File: src/hw/periph_irq_regs.svh
`ifndef PERIPH_IRQ_REGS_SVH
`define PERIPH_IRQ_REGS_SVH

// ****************************************************************
// register byte addresses
// ****************************************************************
`define OFS_EVENT_FLAGS 8'h0c
`define OFS_EVENT_ENABLES 8'h10
`define OFS_IRQ_CONTROL 8'h14
`define OFS_FLAG_CLEAR 8'h18

// ****************************************************************
// flag bit positions
// ****************************************************************
`define BIT_NV_WRITE_DONE 7
`define BIT_CONVERSION_DONE 6
`define BIT_CAPTURE_COMPARE 5
`define BIT_UNUSED_FOUR 4
`define BIT_COMPARATOR_CHANGE 3
`define BIT_CLOCK_FAIL 2
`define BIT_PERIOD_MATCH 1
`define BIT_TIMER_ONE_OVERFLOW 0

// ****************************************************************
// irq control bit positions
// ****************************************************************
`define BIT_GLOBAL_IRQ_GATE 7
`define BIT_PERIPHERAL_IRQ_GATE 6

// ****************************************************************
// reset values and masks
// ****************************************************************
`define RST_EVENT_FLAGS 8'h00
`define RST_EVENT_ENABLES 8'h00
`define RST_IRQ_CONTROL 8'h00
`define MASK_IMPLEMENTED 8'hef
`define MASK_SW_SETTABLE 8'h6f
`define MASK_IRQ_CONTROL 8'hc0

`endif

File: src/hw/periph_irq_pkg.sv
package periph_irq_pkg;
  typedef logic [7:0] flag_vec_t;
  typedef logic [31:0] apb_data_t;
  typedef logic [7:0] apb_addr_t;
  typedef enum logic [3:0] {
    SEL_FLAGS = 4'h1,
    SEL_ENABLES = 4'h2,
    SEL_CONTROL = 4'h4,
    SEL_CLEAR = 4'h8
  } reg_sel_t;
endpackage

File: src/hw/flag_bit_cell.sv
module flag_bit_cell (
  // clock and reset
  input wire logic core_clk,
  input wire logic rst_n,
  // event and software access
  input wire logic setEvent,
  input wire logic swWrite,
  input wire logic swValue,
  input wire logic swClearOne,
  input wire logic swSetAllowed,
  // state
  output logic flag_q
);
  logic flag_d;
  logic writeValue;

  // a bit that software may not set can only be cleared by a write
  assign writeValue = swSetAllowed ? swValue : (flag_q & swValue);
  // the event wins over a clear in the same cycle so no event is lost
  assign flag_d = setEvent ? 1'b1 :
                  swWrite ? writeValue :
                  swClearOne ? 1'b0 : flag_q;

  always_ff @(posedge core_clk or negedge rst_n) begin
    if (!rst_n) begin
      flag_q <= 1'b0;
    end else begin
      flag_q <= flag_d;
    end
  end
endmodule

File: src/hw/peripheral_interrupt_flags.sv
// The implementer's own choice: the APB register port.
`include "periph_irq_regs.svh"
// How it works
// - flag register at 0x0c, cleared at reset
// - write done sets bit 7, software clears
// - bit 7 stays zero until a write completes
// - period match sets bit 1 until cleared
// - flags set regardless of any enable
// - request needs flag, enable and peripheral gate
// - enable bits align one-to-one with flags
module peripheral_interrupt_flags (
  // clock and reset
  input wire logic core_clk,
  input wire logic rst_n,
  // apb slave
  input wire logic psel,
  input wire logic penable,
  input wire logic pwrite,
  input wire periph_irq_pkg::apb_addr_t paddr,
  input wire periph_irq_pkg::apb_data_t pwdata,
  input wire logic [3:0] pstrb,
  output periph_irq_pkg::apb_data_t prdata,
  output logic pready,
  output logic pslverr,
  // peripheral event pulses
  input wire logic nvWriteDone,
  input wire logic conversionDone,
  input wire logic captureEvent,
  input wire logic compareMatch,
  input wire logic pwmMode,
  input wire logic comparatorChange,
  input wire logic clockFail,
  input wire logic periodMatch,
  input wire logic timerOneOverflow,
  // interrupt
  output logic periphIrq,
  output logic coreIrq
);
  import periph_irq_pkg::*;

  // ****************************************************************
  // apb decode
  // ****************************************************************
  // the access decode reads the registered ready, so it comes first
  logic pready_q;

  wire setupPhase = psel & ~penable;
  wire accessDone = psel & penable & pready_q;
  wire hitFlags = (paddr == `OFS_EVENT_FLAGS);
  wire hitEnables = (paddr == `OFS_EVENT_ENABLES);
  wire hitControl = (paddr == `OFS_IRQ_CONTROL);
  wire hitClear = (paddr == `OFS_FLAG_CLEAR);
  wire hitAny = hitFlags | hitEnables | hitControl | hitClear;
  // only byte lane zero carries a register, other lanes are ignored
  wire laneZero = pstrb[0];
  wire doWrite = accessDone & pwrite & hitAny & laneZero;
  wire wrFlags = doWrite & hitFlags;
  wire wrEnables = doWrite & hitEnables;
  wire wrControl = doWrite & hitControl;
  wire wrClear = doWrite & hitClear;
  wire [7:0] wrByte = pwdata[7:0];

  reg_sel_t regSel;
  assign regSel = hitFlags ? SEL_FLAGS :
                  hitEnables ? SEL_ENABLES :
                  hitControl ? SEL_CONTROL : SEL_CLEAR;

  // ****************************************************************
  // state
  // ****************************************************************
  logic pslverr_q;
  apb_data_t prdata_q;
  apb_data_t prdata_d;
  flag_vec_t flags;
  flag_vec_t enables_q;
  flag_vec_t enables_d;
  logic [7:0] control_q;
  logic [7:0] control_d;
  logic periphIrq_q;
  logic coreIrq_q;
  flag_vec_t eventVec;

  // ****************************************************************
  // event routing
  // ****************************************************************
  // capture/compare has no meaning in pwm mode, so its event is dropped
  wire ccpEvent = (captureEvent | compareMatch) & ~pwmMode;

  // events set flags whatever the enables hold, no enable is looked at here
  assign eventVec = {nvWriteDone,
                     conversionDone,
                     ccpEvent,
                     1'b0,
                     comparatorChange,
                     clockFail,
                     periodMatch,
                     timerOneOverflow};

  localparam flag_vec_t IMPL = `MASK_IMPLEMENTED;
  localparam flag_vec_t SWSET = `MASK_SW_SETTABLE;

  // ****************************************************************
  // flag cells
  // ****************************************************************
  // bit 4 has no cell, it is tied low and always reads zero
  genvar gi;
  generate
    for (gi = 0; gi < 8; gi++) begin : gFlag
      if (IMPL[gi]) begin : gImpl
        flag_bit_cell uCell (
          .core_clk(core_clk),
          .rst_n(rst_n),
          .setEvent(eventVec[gi]),
          .swWrite(wrFlags),
          .swValue(wrByte[gi]),
          .swClearOne(wrClear & wrByte[gi]),
          .swSetAllowed(SWSET[gi]),
          .flag_q(flags[gi])
        );
      end else begin : gHole
        assign flags[gi] = 1'b0;
      end
    end
  endgenerate

  // ****************************************************************
  // enable and control registers
  // ****************************************************************
  assign enables_d = wrEnables ? (wrByte & IMPL) : enables_q;
  assign control_d = wrControl ? (wrByte & `MASK_IRQ_CONTROL)
                               : control_q;

  wire peripheralGate = control_q[`BIT_PERIPHERAL_IRQ_GATE];
  wire globalGate = control_q[`BIT_GLOBAL_IRQ_GATE];
  wire anyPending = |(flags & enables_q);
  wire periphIrq_d = anyPending & peripheralGate;
  wire coreIrq_d = periphIrq_d & globalGate;

  // ****************************************************************
  // read data, prepared in the setup phase for a zero wait answer
  // ****************************************************************
  always_comb begin
    prdata_d = '0;
    case (regSel)
      SEL_FLAGS: prdata_d[7:0] = flags;
      SEL_ENABLES: prdata_d[7:0] = enables_q;
      SEL_CONTROL: prdata_d[7:0] = control_q;
      SEL_CLEAR: prdata_d[7:0] = 8'h00;
      default: prdata_d[7:0] = 8'h00;
    endcase
    if (!hitAny) begin
      prdata_d = '0;
    end
  end

  // ready answers in the first access cycle, so no wait state is added
  always_ff @(posedge core_clk or negedge rst_n) begin
    if (!rst_n) begin
      pready_q <= 1'b0;
      pslverr_q <= 1'b0;
    end else begin
      pready_q <= setupPhase;
      pslverr_q <= setupPhase & ~hitAny;
    end
  end

  // read data holds after the access, so a late sample still sees it
  always_ff @(posedge core_clk or negedge rst_n) begin
    if (!rst_n) begin
      prdata_q <= '0;
    end else begin
      prdata_q <= setupPhase ? prdata_d : prdata_q;
    end
  end

  // enables keep bit 4 at zero, so the hole can never raise a request
  always_ff @(posedge core_clk or negedge rst_n) begin
    if (!rst_n) begin
      enables_q <= `RST_EVENT_ENABLES;
    end else begin
      enables_q <= enables_d;
    end
  end

  always_ff @(posedge core_clk or negedge rst_n) begin
    if (!rst_n) begin
      control_q <= `RST_IRQ_CONTROL;
    end else begin
      control_q <= control_d;
    end
  end

  // requests are registered: one cycle late, but glitch free at the pins
  always_ff @(posedge core_clk or negedge rst_n) begin
    if (!rst_n) begin
      periphIrq_q <= 1'b0;
      coreIrq_q <= 1'b0;
    end else begin
      periphIrq_q <= periphIrq_d;
      coreIrq_q <= coreIrq_d;
    end
  end

  assign prdata = prdata_q;
  assign pready = pready_q;
  assign pslverr = pslverr_q;
  assign periphIrq = periphIrq_q;
  assign coreIrq = coreIrq_q;
endmodule

File: config.mk
export PLATFORM = sky130hd
export DESIGN_NAME = peripheral_interrupt_flags
export DESIGN_NICKNAME = d
export VERILOG_FILES = /design/src/hw/periph_irq_pkg.sv /design/src/hw/flag_bit_cell.sv /design/src/hw/peripheral_interrupt_flags.sv
export VERILOG_INCLUDE_DIRS = /design/src /design/src/hw
export SDC_FILE = /design/constraint.sdc
export NUM_CORES = 1
export LEC_CHECK = 0
export ABC_AREA = 0
export BUFFER_PORTS_ARGS = -buffer_cell sky130_fd_sc_hd__buf_2
export CORE_UTILIZATION = 30
export DETAILED_ROUTE_END_ITERATION = 10
export PLACE_DENSITY = 0.62
export SLEW_MARGIN = 10
export SYNTH_ARGS = -nofsm -noshare
export SYNTH_HDL_FRONTEND = slang
export SYNTH_SLANG_ARGS = --single-unit
export TNS_END_PERCENT = 30
File: constraint.sdc
create_clock -name core_clk -period 1.7 [get_ports core_clk]
set_input_delay 0.085 -clock core_clk [delete_from_list [all_inputs] [get_ports core_clk]]
set_output_delay 0.085 -clock core_clk [all_outputs]
set_load 0.1 [all_outputs]
==> impl_metrics.csv <==
group,metric,value,unit
outcome,status,"complete, no violations",
timing,setup_viol,0,
final_layout,antenna-diode-count,0,
global_routing,grt_pass1_wl,5140,um
final_layout,final_cell_mix,"buf_2 (40), dfrtp_1 (26), conb_1 (25)",
clock_network,clock-root-buffer,"clkbuf_8",
pwr,p_per_area,750,nW/um2
placement,numPortBuffers,40,
timing,max_freq,627,MHz
critical_path,ff2ff_setup_slack,0.11,ns
final_layout,instances_no_fill,264,
synthesis,yosys.area.top_type,"dfrtp_1",
floorplanning,die_area,5260,um2
critical_path,cp_cell_sequence,"nand4_1 -> nor4_4 -> buf_4 -> and2_1 -> buf_4 -> a211o_1",
floorplanning,die_h,72.5,um
clock_network,cts.path.max_buffers,2,
synthesis,synth_edf_count,0,
synthesis,yosysSeqAreaShare,45.3,%
floorplanning,rows,25,
drt,vias,1107,
timing,tns,0,ns
final_layout,final_layout_size_suffix_gt1_share,33.0,%
critical_path,crit_slowest_cell,"dfrtp_4",
critical_path,crit_top_cell,"buf_4",
clock_network,clk_latency,0.27,ns
drt,wl_per_cell,11.4,um
pwr,leakage,0.924,nW
clock_network,cts_buffers,3,
synthesis,synth_seq_cells,27,
final_layout,layout.nets,256,
critical_path,crit_start,"pready$_DFF_PN0_",
clock_network,numClockSinks,27,
timing,hold_viol,0,
floorplanning,die_x,72.5,um
drt,route.met2.wl,1420,um
global_routing,antenna_found_initial,0,
synthesis,synth.distinct_cells,29,
drt,first_pass_iters,4,
job,maxCapViolCount,0,
synthesis,synth_area,1490,um2
critical_path,cp-end-kind,"register",
clock_network,post_cts_buffers,0,
synthesis,avgSynthCellArea,10.4,um2
critical_path,max_stage_delay,0.49,ns
critical_path,crit_end,"gFlag[2].gImpl.uCell.flag_q$_DFFE_PN0P_",
drt,drc,0,
critical_path,rr_worst_depth,6,
final_layout,final_common_cell,"buf_2",
synthesis,synthCells,143,
timing,finalCriticalPeriod,1.59,ns
hold_path,hold_path_class,"in -> reg",
drt,m1WireLength,1330,um
synthesis,ys.flop_type,"dfrtp_1",
drt,route.met3.wl,217,um
critical_path,crit_arrival,1.75,ns
floorplanning,initial_core_util,31.4,%
global_routing,grt_max_degree,28,
timing,slew_headroom,60.5,%
critical_path,worstPathRequired,1.86,ns
global_routing,track_usage,12.6,%
drt,postRouteAntennaNets,0,
placement,placedCellCount,253,
synthesis,synthDominantCellAreaShare,45.3,%
final_layout,syn2layout_area_growth,23.1,%
placement,dpl-instance-area,1720,um2
final_layout,fillCellCount,514,
clock_network,h-tree-depth,1,
critical_path,cp-start-kind,"register",
floorplanning,core,4750,um2
timing,worst_pin_slew,0.593,ns
final_layout,utilization,38.7,%
timing,clock_skew,0.00196,ns
critical_path,r2r_end,"gFlag[2].gImpl.uCell.flag_q$_DFFE_PN0P_",
critical_path,criticalPathCategory,"reg -> reg",
synthesis,yosysWarningCount,0,
critical_path,crit_fanout,3,
global_routing,grt-ovfl-total,0,
placement,pre_cts_slack,-0.0578,ns
timing,rsz0062_at_grt,"false",
clock_network,cts_tree,"done",
final_layout,stdcell_area,1840,um2
drt,first_iter_violations,48,
critical_path,regToRegStartpoint,"pready$_DFF_PN0_",
placement,routabilityCongestion,0.792,
synthesis,ys_async_sr_fraction,100,%
drt,wl,3010,um
clock_network,clk_pin_slew,0.08,ns
synthesis,synth_area_leaders,"dfrtp_1 (45%), buf_4 (13%), mux2_2 (6.8%)",
drt,avgViaCountPerCell,4.19,
floorplanning,num_io_pins,94,
global_routing,grt_pass1_vias,1097,
timing,slew_viol_final,0,
placement,dp.final_hpwl,2400,um
timing,finalWorstSetupSlack,0.106,ns
drt,highest_layer,"met4",
pwr,ir_drop,0.336,mV
timing,period_share,93.8,%
cells by family after synthesis:
group,share of synthesized area [%]
buf+inv,15.7
mux,8.13
simple gates,14.7
xor+xnor,0.587
compound gates,15.4
other cells,0.251
flops,45.3
metrics by stage:
| stage | power [mW] | hold WS (ns) |
|---|---|---|
| finish | 1.38 | 0.0511 |
| global route | 1.45 | 0.0447 |
| CTS | 1.40 | 0.0463 |
| detailed placement | 1.03 | 0.136 |
| global placement | 1.03 | 0.124 |
| floorplan | 1.00 | -0.211 |
flip-flops by register name, indices dropped and copies added (netlist names):
name / flops
control_q: 2
gFlag.gImpl.uCell.flag_q: 7
pready: 1
pslverr: 1
coreIrq: 1
prdata: 7
periphIrq: 1
enables_q: 7
timing repair:
item | CTS | global route
resized for setup | 0 | 0
endpoints found under the setup margin | 0 | 0
hold buffers | 7 | 0
endpoints found under the hold margin | 33 | 0
worst min-delay path by stage:
| stage | slack [ns] | depth (start not counted) | from | to |
|---|---|---|---|---|
| 5_1_grt | 0.04 | 2 | pwdata[0] | gFlag[0].gImpl.uCell.flag_q$_DFFE_PN0P_ |
| 2_1_floorplan | -0.21 | 0 | rst_n | control_q[6]$_DFFE_PN0P_ |
| 4_1_cts | 0.05 | 2 | pwdata[1] | gFlag[1].gImpl.uCell.flag_q$_DFFE_PN0P_ |
| 6_report | 0.05 | 2 | pwdata[0] | gFlag[0].gImpl.uCell.flag_q$_DFFE_PN0P_ |
| 3_5_place_dp | 0.14 | 1 | rst_n | gFlag[1].gImpl.uCell.flag_q$_DFFE_PN0P_ |
| 3_3_place_gp | 0.12 | 1 | rst_n | gFlag[3].gImpl.uCell.flag_q$_DFFE_PN0P_ |
layout make-up:
type | count | area (um2) | share of cell area, %
Clock buffer | 4 | 45.0 | 2.45
Inverter | 9 | 33.8 | 1.84
Multi-Input combinational cell | 103 | 673 | 36.6
Sequential cell | 27 | 679 | 37.0
Tap cell | 67 | 83.8 | 4.56
Timing Repair Buffer | 54 | 323 | 17.6
where the power goes:
group / switching (mW) / internal [mW]
Sequential: 0.00189 / 0.646
Combinational: 0.324 / 0.0533
Clock: 0.185 / 0.168
synthesized netlist by cell type (2+ instances only):
cell,instances
nand4b_1,2
inv_1,9
and2_1,2
dfrtp_1,27
nand2_1,11
nor4_4,3
a22oi_1,7
clkbuf_1,2
buf_4,25
mux2_2,9
mux2i_1,2
nor2_1,7
a211oi_1,6
nand4_1,2
a21oi_1,3
o21ai_0,7
nand2b_1,2
a211o_1,6
layer usage:
metal,vias to the layer above,track usage [%]
met5,-,0
met1,498,16.7
li1,563,-
met4,0,3.27
met3,4,3.75
met2,42,20.2
critical path, delay by kind of cell (launching register included):
family                 cells  cell delay (ns)
AOI/OAI and AO/OA          1             0.28
buffers and inverters      2             0.30
DFF                        1             0.49
and+or+nand+nor            3             0.42
(Power assumes the default switching activity.)
